[src/design/gcp_map.svh]
// sizes, codes and reset values of the command front end
`ifndef GCP_MAP_SVH
`define GCP_MAP_SVH

`define GCP_BUF_DEPTH     128
`define GCP_OBUF_DEPTH    32
`define GCP_ADDR_DEFAULT  5'h02
`define GCP_CH_SPACE      7'h20
`define GCP_CH_TAB        7'h09
`define GCP_CH_NULL       7'h00
`define GCP_CH_SEMI       7'h3B
`define GCP_CH_CR         7'h0D
`define GCP_CH_LF         7'h0A
`define GCP_CH_QUERY      7'h3F
`define GCP_CH_PLUS       7'h2B
`define GCP_CH_MINUS      7'h2D
`define GCP_CH_POINT      7'h2E
`define GCP_CH_EXP        7'h45
`define GCP_FMT_INT       2'h0
`define GCP_FMT_REAL      2'h1
`define GCP_FMT_EXP       2'h2

`endif

[src/design/gcp_pkg.sv]
// types shared by the command front end
package gcp_pkg;

	typedef enum logic [3:0]
	{
		ST_COLLECT = 4'h1,
		ST_HEADER  = 4'h2,
		ST_PARAM   = 4'h4,
		ST_EXEC    = 4'h8
	} gcp_state_e;

	typedef logic [6:0] gcp_char_t;

endpackage

[src/design/gcp_num.sv]
// numeric parameter accumulator: sign, digits, point and exponent
`timescale 1ns/1ps
`include "gcp_map.svh"

module gcp_num
(
	input  wire logic        core_clk,
	input  wire logic        arst_n,
	input  wire logic        clr,
	input  wire logic        feed,
	input  wire logic [6:0]  ch,
	output logic             neg,
	output logic [31:0]      mant,
	output logic [3:0]       frac_digits,
	output logic             exp_neg,
	output logic [6:0]       exp_val,
	output logic             has_point,
	output logic             has_exp,
	output logic             has_digit,
	output logic             bad
);

	logic        any_seen;
	logic        exp_seen;
	wire logic   is_digit   = (ch >= 7'h30) && (ch <= 7'h39);
	wire logic   [3:0] dval = ch[3:0];
	wire logic   [31:0] next_mant = 32'(mant * 32'hA) + {28'h0, dval};
	wire logic   [6:0]  next_exp  = 7'(exp_val * 7'hA) + {3'h0, dval};

	always_ff @(posedge core_clk or negedge arst_n)
	begin
		if (!arst_n)
		begin
			neg <= 1'b0; mant <= 32'h0; frac_digits <= 4'h0; exp_neg <= 1'b0;
			exp_val <= 7'h0; has_point <= 1'b0; has_exp <= 1'b0; has_digit <= 1'b0;
			bad <= 1'b0; any_seen <= 1'b0; exp_seen <= 1'b0;
		end
		else if (clr)
		begin
			// no sign means positive, missing exponent means zero
			neg <= 1'b0; mant <= 32'h0; frac_digits <= 4'h0; exp_neg <= 1'b0;
			exp_val <= 7'h0; has_point <= 1'b0; has_exp <= 1'b0; has_digit <= 1'b0;
			bad <= 1'b0; any_seen <= 1'b0; exp_seen <= 1'b0;
		end
		else if (feed)
		begin
			if (!has_exp)
			begin
				any_seen <= 1'b1;
				if (is_digit)
				begin
					// leading zeroes add nothing to the accumulated value
					mant <= next_mant;
					has_digit <= 1'b1;
					if (has_point && frac_digits != 4'hF)
						frac_digits <= frac_digits + 4'h1;
				end
				else if ((ch == `GCP_CH_PLUS || ch == `GCP_CH_MINUS) && !any_seen)
					neg <= (ch == `GCP_CH_MINUS);
				else if (ch == `GCP_CH_POINT && !has_point)
					has_point <= 1'b1;
				else if (ch == `GCP_CH_EXP && has_digit)
					has_exp <= 1'b1;
				else
					bad <= 1'b1;
			end
			else
			begin
				if (is_digit)
				begin
					exp_val <= next_exp;
					exp_seen <= 1'b1;
				end
				else if ((ch == `GCP_CH_PLUS || ch == `GCP_CH_MINUS) && !exp_seen)
				begin
					exp_neg <= (ch == `GCP_CH_MINUS);
					exp_seen <= 1'b1;
				end
				else
					bad <= 1'b1;
			end
		end
	end

endmodule

[src/design/gcp_tx.sv]
// output buffer and talker byte sender with response terminator
`timescale 1ns/1ps
`include "gcp_map.svh"

module gcp_tx
(
	input  wire logic        core_clk,
	input  wire logic        arst_n,
	input  wire logic        clr,
	input  wire logic        resp_wr,
	input  wire logic [7:0]  resp_byte,
	input  wire logic        resp_done,
	input  wire logic        talk,
	input  wire logic        delim_crlf,
	output logic             tx_valid,
	output logic [7:0]       tx_data,
	output logic             tx_eoi,
	input  wire logic        tx_ready,
	output logic             resp_ready
);

	logic [6:0] obuf [`GCP_OBUF_DEPTH];
	logic [5:0] wcnt;
	logic [5:0] rcnt;
	logic [1:0] term_idx;

	function automatic logic [6:0] to_upper(input logic [6:0] c);
		to_upper = (c >= 7'h61 && c <= 7'h7A) ? (c - 7'h20) : c;
	endfunction

	wire logic in_data  = (rcnt != wcnt);
	wire logic last_cr  = !in_data && term_idx == 2'h0 && !delim_crlf;
	wire logic last_lf  = !in_data && term_idx == 2'h1;
	wire logic finished = !in_data && (term_idx == 2'h2 || (term_idx == 2'h1 && !delim_crlf));
	wire logic [6:0] cur_ch = in_data ? obuf[rcnt[4:0]] :
		(term_idx == 2'h0 ? `GCP_CH_CR : `GCP_CH_LF);

	assign tx_valid = talk && resp_ready && !finished;
	assign tx_data  = {1'b0, cur_ch};
	assign tx_eoi   = last_cr || last_lf;
	wire logic take = tx_valid && tx_ready;

	always_ff @(posedge core_clk)
	begin
		if (resp_wr && wcnt != 6'(`GCP_OBUF_DEPTH) && !resp_ready)
			obuf[wcnt[4:0]] <= to_upper(resp_byte[6:0]);
	end

	always_ff @(posedge core_clk or negedge arst_n)
	begin
		if (!arst_n)
		begin
			wcnt <= 6'h0; rcnt <= 6'h0; term_idx <= 2'h0; resp_ready <= 1'b0;
		end
		else if (clr)
		begin
			// a new query throws the older answer away
			wcnt <= 6'h0; rcnt <= 6'h0; term_idx <= 2'h0; resp_ready <= 1'b0;
		end
		else
		begin
			if (resp_wr && wcnt != 6'(`GCP_OBUF_DEPTH) && !resp_ready)
				wcnt <= wcnt + 6'h1;
			if (resp_done)
				resp_ready <= 1'b1;
			if (take && in_data)
				rcnt <= rcnt + 6'h1;
			else if (take)
				term_idx <= term_idx + 2'h1;
			if (resp_ready && finished)
			begin
				wcnt <= 6'h0; rcnt <= 6'h0; term_idx <= 2'h0; resp_ready <= 1'b0;
			end
		end
	end

endmodule

[src/design/gcp_top.sv]
// remote command front end: listener buffer, parser, interface messages
// What this block does
// - only the low seven bits of each received byte count
// - lower-case letters are handled exactly like upper-case ones
// - space, tab, null and semicolon are dropped, never stored
// - response bytes are seven-bit with letters forced to upper case
// - bus address is panel-set, held in a register here, defaults to two
// - CR, LF, EOI or any mix ends a received string
// - responses end in CR or CR LF, EOI on last byte, CR LF default
// - interface clear drops talk and listen addressing
// - device clear empties buffers, clears errors and service request, keeps settings
// - lockout disables the local key; go-to-local returns to local mode
// - codes wait in the buffer until a terminator, then run in order
// - buffer holds 128 characters; separators and terminators take none
// - more than 128 stored characters flags overflow and runs nothing
// - an illegal header or parameter clears the buffer, skipping the rest
// - after a string is run the buffer clears, ready for more
// - a missing sign means positive; leading zeroes are ignored
// - integer parameters take no point; point sits after last digit
// - real parameters need a point, fraction digits optional
// - a missing exponent counts as zero and the value as real
// - a query loads its setting into the output buffer, sent when talking
// - only the latest query is kept, earlier ones are dropped
`timescale 1ns/1ps
`include "gcp_map.svh"

module gcp_top
(
	input  wire logic        core_clk,
	input  wire logic        arst_n,
	// addressing and interface messages, one-cycle pulses except ren, which is a level
	input  wire logic        addr_listen,
	input  wire logic        addr_talk,
	input  wire logic        unlisten,
	input  wire logic        untalk,
	input  wire logic        ifc,
	input  wire logic        dev_clear,
	input  wire logic        llo,
	input  wire logic        gtl,
	input  wire logic        ren,
	// front panel
	input  wire logic        panel_addr_wr,
	input  wire logic [4:0]  panel_addr,
	input  wire logic        panel_delim_wr,
	input  wire logic        panel_delim_crlf,
	// received bytes
	input  wire logic        rx_valid,
	input  wire logic [7:0]  rx_data,
	input  wire logic        rx_eoi,
	output logic             rx_ready,
	// decoded commands
	output logic             cmd_valid,
	output logic [20:0]      cmd_header,
	input  wire logic [1:0]  cmd_fmt,
	output logic             cmd_neg,
	output logic [31:0]      cmd_mant,
	output logic [3:0]       cmd_frac,
	output logic             cmd_exp_neg,
	output logic [6:0]       cmd_exp,
	output logic             query_valid,
	output logic [20:0]      query_header,
	input  wire logic        resp_wr,
	input  wire logic [7:0]  resp_byte,
	input  wire logic        resp_done,
	// talker bytes
	output logic             tx_valid,
	output logic [7:0]       tx_data,
	output logic             tx_eoi,
	input  wire logic        tx_ready,
	// status
	output logic [4:0]       bus_addr,
	output logic             delim_crlf,
	output logic             listening,
	output logic             talking,
	output logic             remote,
	output logic             local_key_en,
	output logic             overflow,
	output logic             syntax_err,
	output logic             srq_clear,
	output logic             resp_ready
);

	////////////////////////////////////////////////////////////////////////////
	// receive filter

	function automatic logic is_alpha(input logic [6:0] c);
		is_alpha = (c >= 7'h41 && c <= 7'h5A);
	endfunction

	gcp_pkg::gcp_state_e state;
	logic [6:0]  ibuf [`GCP_BUF_DEPTH];
	logic [7:0]  wcnt;
	logic [7:0]  rptr;
	logic        drop_rest;
	logic [1:0]  hcnt;
	logic        qry;
	logic        num_clr;
	logic        num_feed;

	wire logic [6:0] rx_ch    = rx_data[6:0];
	wire logic [6:0] rx_up    = (rx_ch >= 7'h61 && rx_ch <= 7'h7A) ? (rx_ch - 7'h20) : rx_ch;
	wire logic       rx_skip  = rx_ch == `GCP_CH_SPACE || rx_ch == `GCP_CH_TAB ||
		rx_ch == `GCP_CH_NULL || rx_ch == `GCP_CH_SEMI;
	wire logic       rx_term  = rx_ch == `GCP_CH_CR || rx_ch == `GCP_CH_LF;
	wire logic       rx_take  = rx_valid && rx_ready;
	wire logic       rx_store = rx_take && !rx_skip && !rx_term && !drop_rest;
	wire logic       buf_full = wcnt == 8'(`GCP_BUF_DEPTH);
	wire logic       rx_end   = rx_take && (rx_term || rx_eoi);

	assign rx_ready = listening && state == gcp_pkg::ST_COLLECT;

	////////////////////////////////////////////////////////////////////////////
	// parser datapath

	wire logic [6:0] cur_ch   = ibuf[rptr[6:0]];
	wire logic [7:0] prev_ptr = rptr - 8'h1;
	// the fed character sits one behind rptr, which moved on with the feed strobe
	wire logic [6:0] feed_ch  = ibuf[prev_ptr[6:0]];
	wire logic       at_end   = rptr == wcnt;
	logic            n_neg;
	logic [31:0]     n_mant;
	logic [3:0]      n_frac;
	logic            n_eneg;
	logic [6:0]      n_exp;
	logic            n_point;
	logic            n_hexp;
	logic            n_digit;
	logic            n_bad;

	wire logic fmt_ok = (cmd_fmt == `GCP_FMT_INT)  ? (!n_point && !n_hexp) :
		(cmd_fmt == `GCP_FMT_REAL) ? (n_point && !n_hexp) :
		(cmd_fmt == `GCP_FMT_EXP)  ? n_point : 1'b0;
	wire logic param_ok  = n_digit && !n_bad && fmt_ok;
	wire logic param_end = at_end || cur_ch == `GCP_CH_QUERY ||
		(is_alpha(cur_ch) && !(cur_ch == `GCP_CH_EXP && !n_hexp));

	gcp_num u_num
	(
		.core_clk    (core_clk),
		.arst_n      (arst_n),
		.clr         (num_clr),
		.feed        (num_feed),
		.ch          (feed_ch),
		.neg         (n_neg),
		.mant        (n_mant),
		.frac_digits (n_frac),
		.exp_neg     (n_eneg),
		.exp_val     (n_exp),
		.has_point   (n_point),
		.has_exp     (n_hexp),
		.has_digit   (n_digit),
		.bad         (n_bad)
	);

	////////////////////////////////////////////////////////////////////////////
	// buffer fill and parse sequence

	always_ff @(posedge core_clk)
	begin
		if (rx_store && !buf_full)
			ibuf[wcnt[6:0]] <= rx_up;
	end

	always_ff @(posedge core_clk or negedge arst_n)
	begin
		if (!arst_n)
		begin
			state <= gcp_pkg::ST_COLLECT; wcnt <= 8'h0; rptr <= 8'h0; drop_rest <= 1'b0;
			hcnt <= 2'h0; qry <= 1'b0; cmd_header <= 21'h0; cmd_valid <= 1'b0;
			query_valid <= 1'b0; query_header <= 21'h0; overflow <= 1'b0; syntax_err <= 1'b0;
			num_clr <= 1'b0; num_feed <= 1'b0; cmd_neg <= 1'b0; cmd_mant <= 32'h0;
			cmd_frac <= 4'h0; cmd_exp_neg <= 1'b0; cmd_exp <= 7'h0;
		end
		else
		begin
			cmd_valid <= 1'b0;
			query_valid <= 1'b0;
			num_clr <= 1'b0;
			num_feed <= 1'b0;
			if (dev_clear)
			begin
				state <= gcp_pkg::ST_COLLECT; wcnt <= 8'h0; drop_rest <= 1'b0;
				overflow <= 1'b0; syntax_err <= 1'b0;
			end
			else
			case (state)
			gcp_pkg::ST_COLLECT:
			begin
				if (rx_store && buf_full)
				begin
					overflow <= 1'b1; wcnt <= 8'h0; drop_rest <= 1'b1;
				end
				else if (rx_store)
					wcnt <= wcnt + 8'h1;
				if (rx_end)
				begin
					drop_rest <= 1'b0;
					rptr <= 8'h0; hcnt <= 2'h0; qry <= 1'b0;
					if (!drop_rest && !(rx_store && buf_full) && (wcnt != 8'h0 || rx_store))
						state <= gcp_pkg::ST_HEADER;
					else
						wcnt <= 8'h0;
				end
			end
			gcp_pkg::ST_HEADER:
			begin
				if (hcnt == 2'h3 && qry)
				begin
					query_valid <= 1'b1; query_header <= cmd_header; hcnt <= 2'h0; qry <= 1'b0;
				end
				else if (hcnt == 2'h3)
				begin
					num_clr <= 1'b1; state <= gcp_pkg::ST_PARAM;
				end
				else if (at_end && hcnt == 2'h0 && !qry)
				begin
					wcnt <= 8'h0; state <= gcp_pkg::ST_COLLECT;
				end
				else if (!at_end && hcnt == 2'h0 && !qry && cur_ch == `GCP_CH_QUERY)
				begin
					qry <= 1'b1; rptr <= rptr + 8'h1;
				end
				else if (!at_end && is_alpha(cur_ch))
				begin
					cmd_header <= {cmd_header[13:0], cur_ch}; hcnt <= hcnt + 2'h1; rptr <= rptr + 8'h1;
				end
				else
				begin
					syntax_err <= 1'b1; wcnt <= 8'h0; state <= gcp_pkg::ST_COLLECT;
				end
			end
			gcp_pkg::ST_PARAM:
			begin
				if (num_feed || num_clr)
					;
				else if (param_end)
					state <= gcp_pkg::ST_EXEC;
				else
				begin
					num_feed <= 1'b1; rptr <= rptr + 8'h1;
				end
			end
			gcp_pkg::ST_EXEC:
			begin
				if (param_ok)
				begin
					cmd_valid <= 1'b1; cmd_neg <= n_neg; cmd_mant <= n_mant; cmd_frac <= n_frac;
					cmd_exp_neg <= n_eneg; cmd_exp <= n_exp; hcnt <= 2'h0;
					state <= gcp_pkg::ST_HEADER;
				end
				else
				begin
					syntax_err <= 1'b1; wcnt <= 8'h0; state <= gcp_pkg::ST_COLLECT;
				end
			end
			default:
				state <= gcp_pkg::ST_COLLECT;
			endcase
		end
	end

	////////////////////////////////////////////////////////////////////////////
	// addressing, remote/local and panel settings

	always_ff @(posedge core_clk or negedge arst_n)
	begin
		if (!arst_n)
		begin
			listening <= 1'b0; talking <= 1'b0; remote <= 1'b0; local_key_en <= 1'b1;
			bus_addr <= `GCP_ADDR_DEFAULT; delim_crlf <= 1'b1; srq_clear <= 1'b0;
		end
		else
		begin
			srq_clear <= dev_clear;
			if (ifc)
			begin
				listening <= 1'b0; talking <= 1'b0;
			end
			else
			begin
				if (addr_listen)
				begin
					listening <= 1'b1; talking <= 1'b0;
				end
				else if (addr_talk)
				begin
					talking <= 1'b1; listening <= 1'b0;
				end
				if (unlisten)
					listening <= 1'b0;
				if (untalk)
					talking <= 1'b0;
			end
			if (!ren)
				remote <= 1'b0;
			else if (gtl)
				remote <= 1'b0;
			else if (addr_listen)
				remote <= 1'b1;
			if (!ren)
				local_key_en <= 1'b1;
			else if (llo)
				local_key_en <= 1'b0;
			if (panel_addr_wr)
				bus_addr <= panel_addr;
			if (panel_delim_wr)
				delim_crlf <= panel_delim_crlf;
		end
	end

	////////////////////////////////////////////////////////////////////////////
	// response path

	gcp_tx u_tx
	(
		.core_clk   (core_clk),
		.arst_n     (arst_n),
		.clr        (dev_clear || query_valid),
		.resp_wr    (resp_wr),
		.resp_byte  (resp_byte),
		.resp_done  (resp_done),
		.talk       (talking),
		.delim_crlf (delim_crlf),
		.tx_valid   (tx_valid),
		.tx_data    (tx_data),
		.tx_eoi     (tx_eoi),
		.tx_ready   (tx_ready),
		.resp_ready (resp_ready)
	);

endmodule

[config.mk]
export PLATFORM = sky130hd
export DESIGN_NAME = gcp_top
export DESIGN_NICKNAME = d
export VERILOG_FILES = /design/src/design/gcp_pkg.sv /design/src/design/gcp_num.sv /design/src/design/gcp_tx.sv /design/src/design/gcp_top.sv
export VERILOG_INCLUDE_DIRS = /design/src /design/src/design
export SDC_FILE = /design/constraint.sdc
export NUM_CORES = 2
export LEC_CHECK = 0
export BUFFER_PORTS_ARGS = -buffer_cell sky130_fd_sc_hd__buf_2
export CORE_MARGIN = 2
export CORE_UTILIZATION = 45
export DETAILED_ROUTE_END_ITERATION = 16
export GPL_TIMING_DRIVEN = 0
export HOLD_SLACK_MARGIN = 0.02
export SLEW_MARGIN = 30
export SYNTH_ARGS = -nofsm -noshare
export SYNTH_HDL_FRONTEND = slang
export SYNTH_SLANG_ARGS = --single-unit
[constraint.sdc]
create_clock -name core_clk -period 8.7 [get_ports core_clk]
set_input_delay 2.61 -clock core_clk [delete_from_list [all_inputs] [get_ports core_clk]]
set_output_delay 2.61 -clock core_clk [all_outputs]
set_load 0.01 [all_outputs]
==> run summary <==
The clock input transition at the sequential cells of the worst setup and hold paths is 0.06 ns. The run gives 67200 um^2 as the cell area reported after detailed placement. Setup repair after global routing left no endpoint under its margin. The tree is rooted in a sky130_fd_sc_hd__clkbuf_16.

The first global-routing pass estimated 320000 um of wire. A synthesized cell averages 17.1 um^2. TritonCTS built the clock tree. For this configuration, the core starts out at a cell density of 45.4%.

In this run, distinct cell masters in the synthesized netlist total 110. STA classifies the critical path endpoint as a register. The level count of the clock H-tree is 4. The post-synthesis to final-layout area growth was 13.9%. The logs give 0 for the count of antenna-violating nets left after detailed routing and 25.3% for the worst relative slew slack. After synthesis, the cell types taking the most area are sky130_fd_sc_hd__edfxtp_1, sky130_fd_sc_hd__mux4_2, sky130_fd_sc_hd__dfrtp_1. Max-cap violations in this run came to 0. Internal power consumption: 11.4 mW.

The path type of the worst setup path was reg2reg. The ratio of total power to cell area was 226 nW/um^2. Once layout is done, the placed cells without fillers occupy 72200 um^2. Of the total power, the clock network draws 38.1%. Among all flip-flop cells after synthesis, the most frequent one is sky130_fd_sc_hd__edfxtp_1. Shortest clock period the worst path allows after layout: 8.53 ns. The via-per-instance ratio was 6.86. The number of nets produced by synthesis is 3846, and the initial antenna violation count is 9.

For this block, the initial DRC count from the detailed router was 6532. The fraction of post-synthesis cell area in the top cell type by area is 53.0%, and the highest achievable clock rate is 117 MHz. The tools report the number of detailed-routing iterations run before antenna repair as 9.

Number of global-route vias before repair: 39600. The tools report the largest voltage drop on the vdd net as 149 uV. Data on the critical path arrives at its endpoint at 9.20 ns. Type of the tightest min-delay check: reg2reg. STA classifies the critical path startpoint as a register. Count of input and output buffers: 152. The pin count of the biggest net entering global routing was 84; the sum of net half-perimeters after detailed placement was 162000 um. The portion of total power attributed to sequential cells is 42.4%, and the final RePlAce weighted congestion is 1.07. The analysis attributes to cell leakage a power of 24.4 nW. In the final layout, the share of cells above drive strength 1 is 30.3%. The final hold slack was 0.478 ns. The average wire length per cell after detail routing is 38.9 um, and the setup-violating endpoint count in the final report is 0. In this run the count of I/O pins placed on the die edge is 156. Clock tree synthesis inserted a total of 147 buffers. The tools report the count of vias placed by the detailed router as 41500.

Clock tree synthesis found a total of 1314 sinks. The gate count after technology mapping was 3717. The run finished with clean final reports.

Of all nets on the critical path, the largest fanout is 10. In this design, the critical path's most frequently occurring cell is sky130_fd_sc_hd__buf_12. The clock arrives with 0.0747 ns of skew. The worst register-to-register path has a setup slack of 0.17 ns. The run gives 0 as the post-detailed-route DRC marker count.

The die is 379 um tall. The logs give 11500 for the number of inserted filler cells in the final layout and 235000 um for the final wirelength. Total of warnings raised by yosys: 0.

The maximum number of buffers from clock root to sink was 3; the standard cell core area was 140000 um^2. After synthesis the netlist holds a flip-flop and latch count of 1314. The count of final max-slew check failures was 0; the insertion delay of the later-clocked pin in the worst-skew pair was 0.85 ns.

At the pin with the least slew margin, the transition time is 1.12 ns. The part of the Yosys area used for sequential elements came out at 60.7%. Fraction of power spent switching nets: 29.9%.

For this run, asynchronously set or reset flops after synthesis account for 14.8%. The logs give 0 for the overflow left after global routing and 63400 um^2 for the synthesized area. For this design, the slowest cell found on the critical path is sky130_fd_sc_hd__dfrtp_2. By count the netlist is led by sky130_fd_sc_hd__edfxtp_1, sky130_fd_sc_hd__mux4_2, sky130_fd_sc_hd__nor2_1. The biggest cell delay along the critical path works out to 0.50 ns. Measured along the x axis, the die boundary spans 379 um. The library cell occupying the most area in the post-synthesis netlist was sky130_fd_sc_hd__edfxtp_1. In the global route stage, overall resource usage came out at 32.7%. The worst hold path begins at query_header[4]. Data on the critical path is required at its endpoint by 9.38 ns. After layout, the worst path uses 98.0% of the clock period. In the final design database the tool counted 4171 nets. In this run the worst setup path begins at rptr[0].

The area enclosed by the die boundary was 144000 um^2; the number of enable flip-flop cells after synthesis was 1120. The startpoint of the worst register-to-register path is rptr[0]. The cell with the most instances after synthesis was sky130_fd_sc_hd__edfxtp_1. The analysis attributes to net switching a power of 4.88 mW. The total count of hold-check failures in the final report came out at 0. The number of buffers inserted for hold repair after clock tree synthesis is 0, and the cell row count is 137. Portion of total power attributed to combinational logic: 19.5%.
[worst max-delay path, delay by kind of cell, from the launching register on]
family | cells | cell delay, ns
AOI/OAI and AO/OA | 5 | 0.97
buffers and inverters | 9 | 2.52
and+or+nand+nor | 9 | 2.60
adders and majority gates | 2 | 0.83
muxes | 1 | 0.50
DFF | 1 | 0.50
xor gates and xnor gates | 2 | 0.35
[power groups by stage]
stage | Combinational [mW] | Sequential (mW) | Clock (mW)
global placement | 2.91 | 7.06 | 0
detailed placement | 2.97 | 7.04 | 0
finish | 3.18 | 6.91 | 6.21
CTS | 3.00 | 6.91 | 6.23
global route | 3.16 | 6.91 | 6.47
floorplan | 1.61 | 7.05 | 0
[cells in the final DEF, fill, tap and decap left out, types with 14 or more instances in the layout]
| master | instances |
|---|---|
| sky130_fd_sc_hd__nor2_1 | 309 |
| sky130_fd_sc_hd__nor2_2 | 20 |
| sky130_fd_sc_hd__dfrtp_1 | 189 |
| sky130_fd_sc_hd__xnor2_1 | 42 |
| sky130_fd_sc_hd__mux2_2 | 104 |
| sky130_fd_sc_hd__a22oi_1 | 46 |
| sky130_fd_sc_hd__edfxtp_1 | 1120 |
| sky130_fd_sc_hd__nand4_1 | 27 |
| sky130_fd_sc_hd__o21ai_0 | 42 |
| sky130_fd_sc_hd__mux4_1 | 34 |
| sky130_fd_sc_hd__a211oi_1 | 30 |
| sky130_fd_sc_hd__clkinv_2 | 25 |
| sky130_fd_sc_hd__clkbuf_2 | 23 |
| sky130_fd_sc_hd__nand3_1 | 61 |
| sky130_fd_sc_hd__buf_4 | 38 |
| sky130_fd_sc_hd__or3_1 | 14 |
| sky130_fd_sc_hd__mux4_2 | 490 |
| sky130_fd_sc_hd__and3_1 | 15 |
| sky130_fd_sc_hd__nor2b_1 | 19 |
| sky130_fd_sc_hd__a31oi_1 | 17 |
| sky130_fd_sc_hd__nand2_1 | 159 |
| sky130_fd_sc_hd__clkinv_1 | 25 |
| sky130_fd_sc_hd__buf_2 | 200 |
| sky130_fd_sc_hd__a21oi_1 | 63 |
| sky130_fd_sc_hd__inv_1 | 53 |
| sky130_fd_sc_hd__buf_6 | 46 |
| sky130_fd_sc_hd__ha_1 | 82 |
| sky130_fd_sc_hd__clkbuf_16 | 148 |
| sky130_fd_sc_hd__a21o_1 | 24 |
| sky130_fd_sc_hd__and2_1 | 18 |
| sky130_fd_sc_hd__xor2_1 | 36 |
| sky130_fd_sc_hd__mux2i_1 | 121 |
| sky130_fd_sc_hd__clkbuf_1 | 89 |
| sky130_fd_sc_hd__o21a_1 | 16 |
| sky130_fd_sc_hd__nor3_1 | 41 |
[sequential cells by signal (all words and copies together), names as in the netlist, 7 cells and up]
name           flops
wcnt               8
cmd_mant          32
query_header      21
ibuf             896
rptr               8
u_tx.obuf        224
cmd_exp            7
u_num.exp_val      7
cmd_header        21
u_num.mant        32
[per-layer routing]
metal  routed length, um  track usage, %  up-vias
met2              101000            47.5     3276
met5                  70               0        -
li1                    -               -    15900
met4               16600            18.8       10
met1               85400            41.7    21500
met3               32000            12.6      825
[worst paths after layout]
check	end	depth (start not counted)
hold reg to reg	query_header[4]	2
setup reg to reg	u_num.mant[30]	28
max in group asynchronous	state[0]	2
hold / removal	query_header[4]	2
setup / recovery	u_num.mant[30]	28
min in group asynchronous	query_header[15]	1
[timing repair]
action,4_1_cts,5_1_grt
gates resized for setup,27,10
setup endpoints to repair,21,14
buffers inserted,1,4
pin swaps,1,3
[kinds of logic (layout without fill, tap and decap cells)]
| group | Yosys count | in the layout | share of synthesized area [%] |
|---|---|---|---|
| flip-flops | 1314 | 1314 | 60.7 |
| multiplexers | 770 | 770 | 23.2 |
| AND/OR/NAND/NOR | 771 | 771 | 5.69 |
| buffers and inverters | 288 | 737 | 2.77 |
| other | 1 | 6 | 0.00591 |
| AO/OA/AOI/OAI | 400 | 400 | 4.67 |
| adder cells (fa/ha/maj) | 87 | 87 | 1.76 |
| XOR/XNOR | 86 | 86 | 1.20 |
[cell type report]
type                            instances  area (um^2)  area share (%)
Buffer                                230         1650            2.28
Multi-Input combinational cell       2115        23400            32.5
Timing Repair Buffer                  180         1270            1.76
Clock inverter                         81          911            1.26
Inverter                               54          203           0.281
Tap cell                             1876         2350            3.25
Antenna cell                            5         12.5          0.0173
Sequential cell                      1314        38500            53.3
Clock buffer                          192         3920            5.42
[per-stage QoR]
stage	setup TNS, ns	worst slack (ns)	total power, mW	cells	utilization, %
after global routing	0	0.0529	16.5	6042	51.7
final	0	0.173	16.3	6047	51.7
after CTS	0	0.0156	16.1	6040	51.6
after global placement	-725.64	-5.23	9.97	5745	47.6
after detailed placement	-21.88	-1.65	10.0	5768	48.1
after floorplan	0	0.705	8.66	3717	-
Power figures use the tool's default switching activity.
